[src/design/alhb_params.svh]
// Purpose: Constants for the alert, alarm and heartbeat ladder block.
// Assumes: 100 MHz system clock; register words on AXI4-Lite at four times their index.
// Notes: Field positions and reset values live here; types live in alhb_pkg.
`ifndef ALHB_PARAMS_SVH
`define ALHB_PARAMS_SVH

// ----------------------------------------------------------------------
// Register indices; byte address is four times the index.
// ----------------------------------------------------------------------
`define ALHB_IDX_STATUS 8'h00
`define ALHB_IDX_ADDRESS 8'h01
`define ALHB_IDX_CONFIG 8'h08
`define ALHB_IDX_FAILURE 8'h10
`define ALHB_IDX_SPREAD 8'h1c
`define ALHB_IDX_COLD 8'h1d
`define ALHB_IDX_HOT 8'h1e

// ----------------------------------------------------------------------
// Status word bit positions.
// ----------------------------------------------------------------------
`define ALHB_ST_RESET 0
`define ALHB_ST_OVER 1
`define ALHB_ST_UNDER 2
`define ALHB_ST_SPREAD 3
`define ALHB_ST_COLD 4
`define ALHB_ST_HOT 5
`define ALHB_ST_CRC 6
`define ALHB_ST_NACK 7
`define ALHB_ST_FAIL 8
`define ALHB_ST_AUX1 9
`define ALHB_ST_AUX0 10
`define ALHB_ST_WIDTH 11

// Failure word: bit 1 is the heartbeat fault; the rest follow the fail inputs.
`define ALHB_FL_HBEAT 1
`define ALHB_FL_WIDTH 5

// ----------------------------------------------------------------------
// Reset values and thresholds.
// ----------------------------------------------------------------------
`define ALHB_SPREAD_OFF 16'hfff0
`define ALHB_COLD_RST 16'hfff0
`define ALHB_HOT_RST 16'h0000
`define ALHB_ADDR_RST 16'h0000
`define ALHB_RESP_OKAY 2'b00
`define ALHB_RESP_SLVERR 2'b10

// ----------------------------------------------------------------------
// Heartbeat timing.
// ----------------------------------------------------------------------
`define ALHB_CLK_HZ 100000000
`define ALHB_HB_HZ 16384
`define ALHB_HB_HALF_CYC (`ALHB_CLK_HZ / (2 * `ALHB_HB_HZ))
`define ALHB_HB_MIN_CYC (`ALHB_HB_HALF_CYC / 2)
`define ALHB_HB_MAX_CYC (`ALHB_HB_HALF_CYC * 2)

`endif

[src/design/alhb_pkg.sv]
// Purpose: Types shared by the alert, alarm and heartbeat ladder block.
// Assumes: Constants come from alhb_params.svh.
// Notes: Only types; no numbers of the hardware are defined here.
package alhb_pkg;

    // Sixteen-bit reading or threshold word.
    typedef logic [15:0] alhb_word_t;
    // AXI4-Lite data word.
    typedef logic [31:0] alhb_data_t;
    // AXI4-Lite byte address.
    typedef logic [7:0] alhb_addr_t;

endpackage : alhb_pkg

[src/design/alhb_alarm_ladder.sv]
// Purpose: Alert flags, alarm masking and the alarm ladder heartbeat for one chained monitor.
// Assumes: All inputs synchronous to aclk; measurement results arrive already digitised.
// Notes: Registers are reached over AXI4-Lite; each output comes from a flip-flop.
//
// Chosen here: the placing of the registers and the AXI4-Lite slave port.
`timescale 1ns/1ps
`include "alhb_params.svh"

module alhb_alarm_ladder #(
    parameter int CELLS = 12
) (
    input wire logic aclk,
    input wire logic aresetn,
    // AXI4-Lite slave.
    input wire alhb_pkg::alhb_addr_t s_axi_awaddr,
    input wire logic s_axi_awvalid,
    output logic s_axi_awready,
    input wire alhb_pkg::alhb_data_t s_axi_wdata,
    input wire logic [3:0] s_axi_wstrb,
    input wire logic s_axi_wvalid,
    output logic s_axi_wready,
    output logic [1:0] s_axi_bresp,
    output logic s_axi_bvalid,
    input wire logic s_axi_bready,
    input wire alhb_pkg::alhb_addr_t s_axi_araddr,
    input wire logic s_axi_arvalid,
    output logic s_axi_arready,
    output alhb_pkg::alhb_data_t s_axi_rdata,
    output logic [1:0] s_axi_rresp,
    output logic s_axi_rvalid,
    input wire logic s_axi_rready,
    // Measurement results.
    input wire logic [CELLS-1:0] per_cell_over_bits,
    input wire logic [CELLS-1:0] per_cell_under_bits,
    input wire alhb_pkg::alhb_word_t highest_cell_reading,
    input wire alhb_pkg::alhb_word_t lowest_cell_reading,
    input wire alhb_pkg::alhb_word_t aux_input_zero,
    input wire alhb_pkg::alhb_word_t aux_input_one,
    input wire logic aux_sample_done,
    // Communication error events, one-cycle pulses.
    input wire logic crc_error_event,
    input wire logic nack_error_event,
    // Operational failure events: pump, reference, low supply, low ground.
    input wire logic pump_fail_event,
    input wire logic reference_fail_event,
    input wire logic low_supply_fail_event,
    input wire logic low_ground_fail_event,
    // Alarm ladder.
    input wire logic alarm_upper_port,
    output logic alarm_lower_port
);
    import alhb_pkg::*;

    // ------------------------------------------------------------------
    // State record.
    // ------------------------------------------------------------------
    typedef struct packed {
        logic awready;
        logic wready;
        logic aw_got;
        logic w_got;
        alhb_addr_t awaddr;
        alhb_data_t wdata;
        logic [3:0] wstrb;
        logic bvalid;
        logic [1:0] bresp;
        logic arready;
        logic rvalid;
        logic [1:0] rresp;
        alhb_data_t rdata;
        logic [`ALHB_ST_WIDTH-1:0] status;
        logic [`ALHB_FL_WIDTH-1:0] failure;
        logic [6:0] enables;
        alhb_word_t address;
        alhb_word_t spread_thr;
        alhb_word_t cold_thr;
        alhb_word_t hot_thr;
        logic [15:0] hb_gen_cnt;
        logic hb_gen;
        logic [15:0] hb_mon_cnt;
        logic upper_prev;
        logic lower;
    } alhb_state_s;

    alhb_state_s st_q; // Registered state.
    alhb_state_s st_d; // Next state.

    // Decoded half period and monitor window, cut to the counter width.
    localparam logic [15:0] HB_HALF = 16'(`ALHB_HB_HALF_CYC);
    localparam logic [15:0] HB_MIN = 16'(`ALHB_HB_MIN_CYC);
    localparam logic [15:0] HB_MAX = 16'(`ALHB_HB_MAX_CYC);

    // Combinational helpers.
    logic [31:0] wmask; // Byte-enable expanded mask.
    logic [31:0] zclr; // Bits written to zero under their byte enable.
    logic do_write; // Both write halves are held and no response pending.
    logic [7:0] widx; // Register index of the write.
    logic [7:0] ridx; // Register index of the read.
    logic top_device; // This device starts the heartbeat.
    logic alarm; // Local alarm condition.
    logic upper_edge; // Upper port changed level.
    logic spread_hit; // Highest minus lowest above threshold.
    logic cold_hit0; // Aux zero above cold threshold.
    logic cold_hit1; // Aux one above cold threshold.
    logic hot_hit0; // Aux zero below hot threshold.
    logic hot_hit1; // Aux one below hot threshold.
    logic hb_fault; // Upper heartbeat out of window.
    logic [`ALHB_FL_WIDTH-1:0] fail_set; // Failure set events.
    alhb_word_t spread_diff; // Spread between extremes.

    // ------------------------------------------------------------------
    // Next-state logic.
    // ------------------------------------------------------------------
    // One process computes everything; set events are ORed last so that a
    // flag raised in the cycle of its clearing write survives.
    always_comb begin
        st_d = st_q;
        wmask = {{8{st_q.wstrb[3]}}, {8{st_q.wstrb[2]}}, {8{st_q.wstrb[1]}}, {8{st_q.wstrb[0]}}};
        zclr = wmask & ~st_q.wdata;
        do_write = st_q.aw_got && st_q.w_got && !st_q.bvalid;
        widx = {2'b00, st_q.awaddr[7:2]};
        ridx = {2'b00, s_axi_araddr[7:2]};

        // Threshold comparisons on the current readings.
        spread_diff = highest_cell_reading - lowest_cell_reading;
        spread_hit = (st_q.spread_thr != `ALHB_SPREAD_OFF) && (spread_diff > st_q.spread_thr);
        cold_hit0 = aux_input_zero > st_q.cold_thr;
        cold_hit1 = aux_input_one > st_q.cold_thr;
        hot_hit0 = aux_input_zero < st_q.hot_thr;
        hot_hit1 = aux_input_one < st_q.hot_thr;

        // Top when the last-address field matches the own-address field.
        top_device = st_q.address[12:8] == st_q.address[4:0];

        // Upper heartbeat monitor; the top device has nothing above it.
        upper_edge = alarm_upper_port != st_q.upper_prev;
        st_d.upper_prev = alarm_upper_port;
        hb_fault = 1'b0;
        if (top_device) begin
            st_d.hb_mon_cnt = 16'h0000;
        end else if (upper_edge) begin
            // An edge too soon after the previous one is out of spec.
            hb_fault = st_q.hb_mon_cnt < HB_MIN;
            st_d.hb_mon_cnt = 16'h0000;
        end else if (st_q.hb_mon_cnt == HB_MAX) begin
            // No edge for too long: stuck line; count restarts to re-flag.
            hb_fault = 1'b1;
            st_d.hb_mon_cnt = 16'h0000;
        end else begin
            st_d.hb_mon_cnt = st_q.hb_mon_cnt + 16'h0001;
        end

        // Failure word events: pump, heartbeat, reference, supply, ground.
        fail_set = {low_ground_fail_event, low_supply_fail_event, reference_fail_event, hb_fault, pump_fail_event};

        // ---------------- Write channel ----------------
        if (s_axi_awvalid && st_q.awready) begin
            st_d.aw_got = 1'b1;
            st_d.awaddr = s_axi_awaddr;
        end
        if (s_axi_wvalid && st_q.wready) begin
            st_d.w_got = 1'b1;
            st_d.wdata = s_axi_wdata;
            st_d.wstrb = s_axi_wstrb;
        end
        if (st_q.bvalid && s_axi_bready) begin
            st_d.bvalid = 1'b0;
        end
        if (do_write) begin
            st_d.aw_got = 1'b0;
            st_d.w_got = 1'b0;
            st_d.bvalid = 1'b1;
            st_d.bresp = `ALHB_RESP_OKAY;
            case (widx)
                `ALHB_IDX_STATUS: begin
                    // Only latched flags clear on a written zero; level flags ignore it.
                    st_d.status[`ALHB_ST_RESET] = st_q.status[`ALHB_ST_RESET] & ~zclr[`ALHB_ST_RESET];
                    st_d.status[`ALHB_ST_CRC] = st_q.status[`ALHB_ST_CRC] & ~zclr[`ALHB_ST_CRC];
                    st_d.status[`ALHB_ST_NACK] = st_q.status[`ALHB_ST_NACK] & ~zclr[`ALHB_ST_NACK];
                    st_d.status[`ALHB_ST_AUX1] = st_q.status[`ALHB_ST_AUX1] & ~zclr[`ALHB_ST_AUX1];
                    st_d.status[`ALHB_ST_AUX0] = st_q.status[`ALHB_ST_AUX0] & ~zclr[`ALHB_ST_AUX0];
                end
                `ALHB_IDX_FAILURE: begin
                    st_d.failure = st_q.failure & ~zclr[`ALHB_FL_WIDTH-1:0];
                end
                `ALHB_IDX_ADDRESS: begin
                    st_d.address = (st_q.address & ~wmask[15:0]) | (st_q.wdata[15:0] & wmask[15:0]);
                end
                `ALHB_IDX_CONFIG: begin
                    st_d.enables = (st_q.enables & ~wmask[6:0]) | (st_q.wdata[6:0] & wmask[6:0]);
                end
                `ALHB_IDX_SPREAD: begin
                    st_d.spread_thr = (st_q.spread_thr & ~wmask[15:0]) | (st_q.wdata[15:0] & wmask[15:0]);
                end
                `ALHB_IDX_COLD: begin
                    st_d.cold_thr = (st_q.cold_thr & ~wmask[15:0]) | (st_q.wdata[15:0] & wmask[15:0]);
                end
                `ALHB_IDX_HOT: begin
                    st_d.hot_thr = (st_q.hot_thr & ~wmask[15:0]) | (st_q.wdata[15:0] & wmask[15:0]);
                end
                default: begin
                    st_d.bresp = `ALHB_RESP_SLVERR;
                end
            endcase
        end
        // One write at a time: each half is refused until its previous one is done.
        st_d.awready = !st_d.aw_got && !st_d.bvalid;
        st_d.wready = !st_d.w_got && !st_d.bvalid;

        // ---------------- Read channel ----------------
        if (st_q.rvalid && s_axi_rready) begin
            st_d.rvalid = 1'b0;
        end
        if (s_axi_arvalid && st_q.arready) begin
            st_d.rvalid = 1'b1;
            st_d.rresp = `ALHB_RESP_OKAY;
            st_d.rdata = 32'h0000_0000;
            case (ridx)
                `ALHB_IDX_STATUS: st_d.rdata[`ALHB_ST_WIDTH-1:0] = st_q.status;
                `ALHB_IDX_FAILURE: st_d.rdata[`ALHB_FL_WIDTH-1:0] = st_q.failure;
                `ALHB_IDX_ADDRESS: st_d.rdata[15:0] = st_q.address;
                `ALHB_IDX_CONFIG: st_d.rdata[6:0] = st_q.enables;
                `ALHB_IDX_SPREAD: st_d.rdata[15:0] = st_q.spread_thr;
                `ALHB_IDX_COLD: st_d.rdata[15:0] = st_q.cold_thr;
                `ALHB_IDX_HOT: st_d.rdata[15:0] = st_q.hot_thr;
                default: st_d.rresp = `ALHB_RESP_SLVERR;
            endcase
        end
        st_d.arready = !st_d.rvalid;

        // ---------------- Alert flags ----------------
        // Level flags follow their condition and drop when it ends.
        st_d.status[`ALHB_ST_OVER] = |per_cell_over_bits;
        st_d.status[`ALHB_ST_UNDER] = |per_cell_under_bits;
        st_d.status[`ALHB_ST_SPREAD] = spread_hit;
        st_d.status[`ALHB_ST_COLD] = cold_hit0 || cold_hit1;
        st_d.status[`ALHB_ST_HOT] = hot_hit0 || hot_hit1;
        // Sticky events: set wins over a same-cycle clear.
        st_d.status[`ALHB_ST_CRC] = st_d.status[`ALHB_ST_CRC] | crc_error_event;
        st_d.status[`ALHB_ST_NACK] = st_d.status[`ALHB_ST_NACK] | nack_error_event;
        st_d.failure = st_d.failure | fail_set;
        st_d.status[`ALHB_ST_FAIL] = |st_d.failure;
        // Window flags are re-evaluated only when a new aux result lands,
        // so a cleared condition stays flagged until the next measurement.
        if (aux_sample_done) begin
            st_d.status[`ALHB_ST_AUX1] = cold_hit1 || hot_hit1;
            st_d.status[`ALHB_ST_AUX0] = cold_hit0 || hot_hit0;
        end

        // ---------------- Alarm and ladder ----------------
        // Reset flag has no mask; over, under, spread, cold, hot, CRC and NACK are gated by their enables; fail and aux flags never alarm.
        alarm = st_q.status[`ALHB_ST_RESET]
              | (st_q.status[`ALHB_ST_OVER] & st_q.enables[0])
              | (st_q.status[`ALHB_ST_UNDER] & st_q.enables[1])
              | (st_q.status[`ALHB_ST_SPREAD] & st_q.enables[2])
              | (st_q.status[`ALHB_ST_COLD] & st_q.enables[3])
              | (st_q.status[`ALHB_ST_HOT] & st_q.enables[4])
              | (st_q.status[`ALHB_ST_CRC] & st_q.enables[5])
              | (st_q.status[`ALHB_ST_NACK] & st_q.enables[6]);

        // Free-running divider; toggles every half period.
        if (st_q.hb_gen_cnt >= HB_HALF - 16'h0001) begin
            st_d.hb_gen_cnt = 16'h0000;
            st_d.hb_gen = !st_q.hb_gen;
        end else begin
            st_d.hb_gen_cnt = st_q.hb_gen_cnt + 16'h0001;
        end

        // Alarm overrides; else top sources, others pass through.
        if (alarm) begin
            st_d.lower = 1'b1;
        end else if (top_device) begin
            st_d.lower = st_q.hb_gen;
        end else begin
            st_d.lower = alarm_upper_port;
        end
    end

    // ------------------------------------------------------------------
    // State register.
    // ------------------------------------------------------------------
    // Synchronous reset; the reset flag comes up set so the device alarms
    // until software acknowledges the power-on event.
    always_ff @(posedge aclk) begin
        if (!aresetn) begin
            st_q <= '0;
            st_q.status[`ALHB_ST_RESET] <= 1'b1;
            st_q.address <= `ALHB_ADDR_RST;
            st_q.spread_thr <= `ALHB_SPREAD_OFF;
            st_q.cold_thr <= `ALHB_COLD_RST;
            st_q.hot_thr <= `ALHB_HOT_RST;
            st_q.lower <= 1'b1;
        end else begin
            st_q <= st_d;
        end
    end

    // ------------------------------------------------------------------
    // Outputs, all straight from the state register.
    // ------------------------------------------------------------------
    assign s_axi_awready = st_q.awready;
    assign s_axi_wready = st_q.wready;
    assign s_axi_bvalid = st_q.bvalid;
    assign s_axi_bresp = st_q.bresp;
    assign s_axi_arready = st_q.arready;
    assign s_axi_rvalid = st_q.rvalid;
    assign s_axi_rresp = st_q.rresp;
    assign s_axi_rdata = st_q.rdata;
    assign alarm_lower_port = st_q.lower;

endmodule : alhb_alarm_ladder

[config.mk]
export PLATFORM = sky130hd
export DESIGN_NAME = alhb_alarm_ladder
export DESIGN_NICKNAME = d
export VERILOG_FILES = /design/src/design/alhb_pkg.sv /design/src/design/alhb_alarm_ladder.sv
export VERILOG_INCLUDE_DIRS = /design/src /design/src/design
export SDC_FILE = /design/constraint.sdc
export NUM_CORES = 1
export LEC_CHECK = 0
export BUFFER_PORTS_ARGS = -buffer_cell sky130_fd_sc_hd__buf_2
export CAP_MARGIN = 20
export CORE_AREA = 2 2 160 162
export CTS_CLUSTER_DIAMETER = 30
export CTS_CLUSTER_SIZE = 12
export DETAILED_ROUTE_END_ITERATION = 16
export DIE_AREA = 0 0 162 164
export PLACE_DENSITY_LB_ADDON = 0.2
export SLEW_MARGIN = 30
export SYNTH_ARGS = -nofsm -noshare
export SYNTH_HDL_FRONTEND = slang
export SYNTH_SLANG_ARGS = --single-unit
[constraint.sdc]
create_clock -name aclk -period 7.7 [get_ports aclk]
set_input_delay 0.385 -clock aclk [delete_from_list [all_inputs] [get_ports aclk]]
set_output_delay 0.385 -clock aclk [all_outputs]
set_load 0.01 [all_outputs]
; ---- Yosys cells after proc, flatten, opt, wreduce, memory -nomap -nowiden
; Index checks and enable logic that the tools add are counted.
; W data, S select, Z words.
[totals]
in_bits = 155
word_cells = 167
ff_bits = 175
[classes]
n_addsub = 3
eq_ne = 16
reduce_logical = 39
mux = 29
n_lt_le_gt_ge = 7
n_bitwise = 46
[ops]
columns = cell, n
row1 = $and A16 B16 Y16, 5
row2 = $mux W76, 1
row3 = $mux W16, 4
row4 = $or A16 B16 Y16, 4
row5 = $eq A6 B5 Y1 const B, 8
row6 = $gt A16 B16 Y1, 3
row7 = $mux W35, 1
row8 = $pmux W5 S7, 1
row9 = $add A16 B1 Y16 const B, 2
row10 = $lt A16 B16 Y1, 2
row11 = $reduce_or A12 Y1, 2
row12 = $pmux W4 S5, 1
row13 = $pmux W5 S4, 1
row14 = $eq A16 B13 Y1 const B, 1
row15 = $ge A16 B12 Y1 const B, 1
row16 = $lt A16 B11 Y1 const B, 1
row17 = $mux W2, 8
row18 = $ne A16 B16 Y1 const B, 1
row19 = $not A16 Y16, 1
row20 = $sub A16 B16 Y16, 1
row21 = $and A7 B7 Y7, 2
row22 = $reduce_and A2 Y1, 7
row23 = $reduce_or A7 Y1, 2
row24 = $and A1 B1 Y1, 12
row25 = other kinds (26), 68

; ---- Logic depth before layout (Yosys ltp)
[depth]
word_depth = 9
depth_mapped = 17
ltp_nobuf = 17

; ---- Worst setup path before layout
; Ideal clock, no wire load.
[synth_path]
path_type = input to register
from = input port lowest_cell_reading[2]
to = register st_q[114] (netlist name)
t_required_ps = 7567
path_slack_ps = 4358
n_path_buf = 0
stages = 15
arrival_time_ps = 3209
cell_sequence = inv_1 -> ha_1 -> nor2b_1 -> o31a_1 -> o41a_1 -> a21o_1 -> a21oi_1 -> xnor2_1 -> ha_1 -> a21oi_1 -> nor2_1 -> a2111oi_0 -> nor3_1 -> a2111oi_0 -> nor4_1
[synth_via]
elab_chain_cells = 3
[synth_rtl]
columns = item, line
row1 = start: declaration, alhb_alarm_ladder.sv:36  ; input wire alhb_pkg::alhb_word_t lowest_cell_reading,
row2 = $sub A16 B16 Y16, alhb_alarm_ladder.sv:125  ; spread_diff = highest_cell_reading - lowest_cell_reading;
row3 = $gt A16 B16 Y1, alhb_alarm_ladder.sv:126  ; spread_hit = (st_q.spread_thr != `ALHB_SPREAD_OFF) && (spread_diff > st_q.spread_thr);
row4 = $logic_and A1 B1 Y1, alhb_alarm_ladder.sv:126
row5 = end signal: assignment, alhb_alarm_ladder.sv:294  ; st_q <= st_d;
row6 = end: declaration, alhb_alarm_ladder.sv:85  ; alhb_state_s st_q;
; Every way passes these cells.
; A chain may end at the register's enable or synchronous reset.

; ---- Worst setup path after layout
[layout_path]
from = input port highest_cell_reading[0]
to = register st_q[114] (netlist name)
[layout_via]
elab_chain_cells = 3
[layout_rtl]
columns = item, line
row1 = start: declaration, alhb_alarm_ladder.sv:35  ; input wire alhb_pkg::alhb_word_t highest_cell_reading,
row2 = $sub A16 B16 Y16, alhb_alarm_ladder.sv:125
row3 = $gt A16 B16 Y1, alhb_alarm_ladder.sv:126
row4 = $logic_and A1 B1 Y1, alhb_alarm_ladder.sv:126
; Every way passes these cells.

==> results.md <==
- Once detailed placement completed, the half-perimeter wirelength came to approximately 21 mm.
- The wire length of the first global-routing pass is 42.7 mm.
- In the final routed layout, each cell accounts on average for between 15 and 20 um.
- After the last flow step, the layout net total stands at 1581.
- In this run the core area contains 58 standard-cell rows.
- The count of final hold-check violations came to 0.
- The average instance in the mapped netlist occupies 8.16 um2.
- The initial antenna violation count is 1.
- Counting I/O delays and the setup requirement, the final critical path takes roughly 3.3 ns.
- The worst slack at placement is just under 4 ns.
- The worst setup path is of the in2reg kind.
- The number of iterations in the first detailed-routing pass is 5.
- The largest clock skew in the final design is slightly below 0.01 ns.
- The pin count of the biggest net entering global routing is between 50 and 60.
- The family with the most delay on the worst path is compound AO/OA/AOI/OAI gates.
- The violation count after the first detailed-routing iteration is 637.
- The number of max-slew violations in the final report came to 0.
- The synthesized design spends more area on one cell type than any other, namely sky130_fd_sc_hd__dfxtp_1.
- The number of vias in the routed layout is 8736.
- Sorting the synthesized cells by area gives the leading types as sky130_fd_sc_hd__dfxtp_1 (35%), sky130_fd_sc_hd__ha_1 (12%), sky130_fd_sc_hd__nand2_1 (6.5%), sky130_fd_sc_hd__a21oi_1 (5.9%), sky130_fd_sc_hd__mux2i_1 (4.4%).
- The cell sitting at the root of the clock tree is a sky130_fd_sc_hd__clkbuf_16.
- The remaining routing DRC violations is 0.
- Dividing total power by cell area gives a power density of between 150 and 200 nW/um2.
- In this design, the critical path's most frequently occurring cell is sky130_fd_sc_hd__ha_1.
- The setup slack of the critical path after layout is 4.36 ns.
- The clock reaches the later pin of the worst-skew pair after roughly 0.43 ns.
- At the worst endpoint, the arrival time is ~3.7 ns.
- The total global routing overflow is 0.
- The effective utilization at floorplan is 0.397.
- The post-CTS clock slew at the launch and capture registers of the worst setup and hold paths is 0.07 ns.
- The number of gates resized after cts is 0.
- The worst setup path is launched from an input pin.
- The via-per-instance ratio is 5.23.
- CTS built an H-tree with a depth of 4.
- At the pin with the least slew margin, the transition time is 0.960 ns.
- Hold is met by around 0.19 ns.
- The core outline area is around 25000 um2.
- The post-synthesis instance total is about 1.2k.
- The post-CTS setup buffer count is 0.
- In the final timing run, aggregate negative setup slack is 0 ns.
- Fill cells in the final layout number about 2.5k.
- The die is roughly 160 um tall.
- The most used flip-flop cell after synthesis is sky130_fd_sc_hd__dfxtp_1.
- The share of synthesized area in the top cell type comes to 0.347.
- Yosys mapped the design onto 64 distinct sky130hd cell types.
- The horizontal extent of the die is roughly 160 um.
- Setup repair after global routing left no endpoint under its margin.
- Dividing the final minimum period by the clock period gives 0.434.
- The run finished with clean final reports.
- The buffers plus inverters on the worst setup path is 2.
- The largest driver fanout on the critical path is 4.
- The number of global-route vias before repair came to 7969.
- The cell type of the slowest stage on the worst timing path is sky130_fd_sc_hd__o41a_1.
- The clock tree from TritonCTS is yes.
- The normalized max-slew margin is 0.359.
- The tree built by TritonCTS fans out to ~170 sinks.
- The upper clock frequency limit is between 0.2 and 0.3 GHz.
- Of the cells placed in the final design, the portion with a size suffix greater than 1 is 0.155.
- The worst min-delay path category is in2reg.
- The area growth from synthesis to layout is 14.8%.
- The number of warnings reported in the yosys synthesis log is 0.
- The sequential-to-total area share from yosys stat is 0.347.
- The die covers roughly 27000 um2.
- The signal on the critical path passes through buf_2 > inv_1 > ha_1 > fa_1 > nor2b_1 > o31a_1 > o41a_1 > nand4_1 > o2111ai_1 > a21oi_2 > xnor2_1 > ha_1 > nand2_1 > or3_1 > a211oi_1 > a2111oi_0 > nor4_1.
- After synthesis the netlist holds a flip-flop and latch count of between 150 and 200.
- The async set-reset flop share out of synthesis is 0.
- The count of input and output buffers is approximately 160.
- Clock tree synthesis inserted a total of 17 buffers.
- In this run the cell area of the synthesized design comes to around 9900 um2.
- The worst endpoint required time is between 8 and 9 ns.
- The overall routing resource usage is 0.207.
- The routed wire length is between 20 and 30 mm.
- Max-cap violations in this run came to 0.
- The number of routed nets with antenna violations is 0.
- VDD sags by at most between 0.15 and 0.2 mV.
- The total of endpoints with negative setup slack in the final report is 0.
- The critical path endpoint category is a flop.
- Pin placement for this block handled a little under 200 I/O pins.
- The clock passes through at most 2 buffers.
- Routability-driven placement finished with a final weighted congestion of about 0.84.
- The total of hold buffers inserted after clock tree synthesis is 0.
- The leakage power total is 4.89 nW.
- In this run, synthesis inferred 0 flip-flops with an integrated enable.
- The delay contributed by the slowest stage of the critical path is approximately 0.45 ns.
-- per-stage QoR --
stage / instances / area (um2) / total power, mW / util
after floorplan: 1229 / 9930 / 1.11 / -
after global placement: 1638 / 10700 / 1.19 / 0.431
after detailed placement: 1638 / 10700 / 1.19 / 0.431
after CTS: 1669 / 11300 / 2.06 / 0.455
after global routing: 1670 / 11300 / 2.13 / 0.456
final: 1670 / 11300 / 2.05 / 0.456
-- logic make-up (layout without fill, tap and decap cells) --
kind of cell | count (synthesis) | count (layout) | synth area share
compound gates | 271 | 271 | 0.169
xor+xnor | 42 | 42 | 0.0373
fa+ha+maj | 100 | 100 | 0.127
buf+inv | 159 | 269 | 0.0762
flops | 171 | 171 | 0.347
mux | 43 | 43 | 0.0437
other cells | 1 | 23 | 0.000380
simple gates | 421 | 421 | 0.199
-- worst reg2reg max path, stage by stage, from the launching register on --
cell and delay (ns):
sky130_fd_sc_hd__dfxtp_1 0.36, sky130_fd_sc_hd__inv_1 0.09, sky130_fd_sc_hd__ha_1 0.29, sky130_fd_sc_hd__nand2_1 0.04
sky130_fd_sc_hd__o21ai_0 0.22, sky130_fd_sc_hd__a21o_1 0.15, sky130_fd_sc_hd__a21oi_1 0.08, sky130_fd_sc_hd__o31ai_1 0.54
sky130_fd_sc_hd__nand2_1 0.13, sky130_fd_sc_hd__o221a_2 0.29
-- routing by layer --
metal,share of wire,track usage,vias to the layer above
li1,-,-,4410
met1,0.48,0.298,4027
met2,0.45,0.322,266
met3,0.058,0.0280,33
met4,0.016,0.0587,0
met5,0,0,-
-- power by group --
part,switching (mW),internal [mW]
Clock,0.359,0.519
Sequential,0.0245,0.904
Combinational,0.139,0.105
Total,0.522,1.53
-- final cells by class --
class / instances / area [um2] / share of cell area
repair buffers: 158 / 796 / 0.0704
clock buffers: 21 / 450 / 0.0398
multi-input cells: 899 / 5780 / 0.511
diodes: 1 / 2.50 / 0.000221
flip-flops and latches: 171 / 3420 / 0.303
clock inverters: 10 / 141 / 0.0125
well taps: 330 / 413 / 0.0365
inverters: 80 / 300 / 0.0265
-- cell usage after synthesis, types with 3 or more instances --
| cell | count |
|---|---|
| sky130_fd_sc_hd__a22oi_1 | 7 |
| sky130_fd_sc_hd__nand2b_1 | 7 |
| sky130_fd_sc_hd__nand2_1 | 170 |
| sky130_fd_sc_hd__nand3_1 | 32 |
| sky130_fd_sc_hd__a21o_1 | 13 |
| sky130_fd_sc_hd__ha_1 | 98 |
| sky130_fd_sc_hd__dfxtp_1 | 171 |
| sky130_fd_sc_hd__xor2_1 | 22 |
| sky130_fd_sc_hd__buf_4 | 38 |
| sky130_fd_sc_hd__nand4_1 | 19 |
| sky130_fd_sc_hd__o211ai_1 | 25 |
| sky130_fd_sc_hd__a31oi_1 | 7 |
| sky130_fd_sc_hd__clkbuf_1 | 31 |
| sky130_fd_sc_hd__nor3_2 | 4 |
| sky130_fd_sc_hd__buf_2 | 7 |
| sky130_fd_sc_hd__nor2b_1 | 7 |
| sky130_fd_sc_hd__and3_1 | 13 |
| sky130_fd_sc_hd__nor3_1 | 16 |
| sky130_fd_sc_hd__nor2_1 | 105 |
| sky130_fd_sc_hd__a221oi_1 | 12 |
| sky130_fd_sc_hd__a2111oi_0 | 3 |
| sky130_fd_sc_hd__a21oi_1 | 116 |
| sky130_fd_sc_hd__o21ai_0 | 51 |
| sky130_fd_sc_hd__inv_1 | 79 |
| sky130_fd_sc_hd__and4_1 | 3 |
| sky130_fd_sc_hd__mux2i_1 | 43 |
| sky130_fd_sc_hd__a211oi_1 | 8 |
| sky130_fd_sc_hd__or3_1 | 4 |
| sky130_fd_sc_hd__nor2_2 | 3 |
| sky130_fd_sc_hd__xnor2_1 | 20 |
| sky130_fd_sc_hd__and2_1 | 9 |
| sky130_fd_sc_hd__nor4_1 | 13 |
| sky130_fd_sc_hd__a222oi_1 | 5 |
| sky130_fd_sc_hd__o21a_1 | 7 |
-- cells in the final DEF, fill, tap and decap left out, types with 3 or more instances in the layout --
master                      instances
sky130_fd_sc_hd__clkbuf_1           3
sky130_fd_sc_hd__nor3_2             3
sky130_fd_sc_hd__mux2i_1           43
sky130_fd_sc_hd__a222oi_1           5
sky130_fd_sc_hd__conb_1            22
sky130_fd_sc_hd__nor3_1            15
sky130_fd_sc_hd__and3_1            13
sky130_fd_sc_hd__inv_1             79
sky130_fd_sc_hd__nand2_1          170
sky130_fd_sc_hd__bufinv_16          3
sky130_fd_sc_hd__nor2_2             3
sky130_fd_sc_hd__o21ai_0           51
sky130_fd_sc_hd__nor4_1            13
sky130_fd_sc_hd__ha_1              98
sky130_fd_sc_hd__buf_2            156
sky130_fd_sc_hd__clkbuf_16         17
sky130_fd_sc_hd__xor2_1            22
sky130_fd_sc_hd__a21o_1            13
sky130_fd_sc_hd__a22oi_1            7
sky130_fd_sc_hd__xnor2_1           20
sky130_fd_sc_hd__and4_1             3
sky130_fd_sc_hd__nor2_1           105
sky130_fd_sc_hd__o21a_1             7
sky130_fd_sc_hd__a211oi_1           8
sky130_fd_sc_hd__nand3_1           32
sky130_fd_sc_hd__a2111oi_0          3
sky130_fd_sc_hd__nand2b_1           7
sky130_fd_sc_hd__o211ai_1          25
sky130_fd_sc_hd__a31oi_1            7
sky130_fd_sc_hd__nor2b_1            7
sky130_fd_sc_hd__or3_1              4
sky130_fd_sc_hd__a21oi_1          116
sky130_fd_sc_hd__a221oi_1          12
sky130_fd_sc_hd__dfxtp_1          171
sky130_fd_sc_hd__nand4_1           19
sky130_fd_sc_hd__and2_1             9
-- final timing paths --
kind,to,from,cells past startpoint,slack [ns]
setup reg to reg,st_q[120],flop,9,5.40
hold / removal,st_q[177],s_axi_wdata[12],3,0.19
setup / recovery,st_q[114],highest_cell_reading[0],17,4.36
hold reg to reg,flop,flop,2,0.46
No activity file was read; power rests on OpenSTA's default activity.
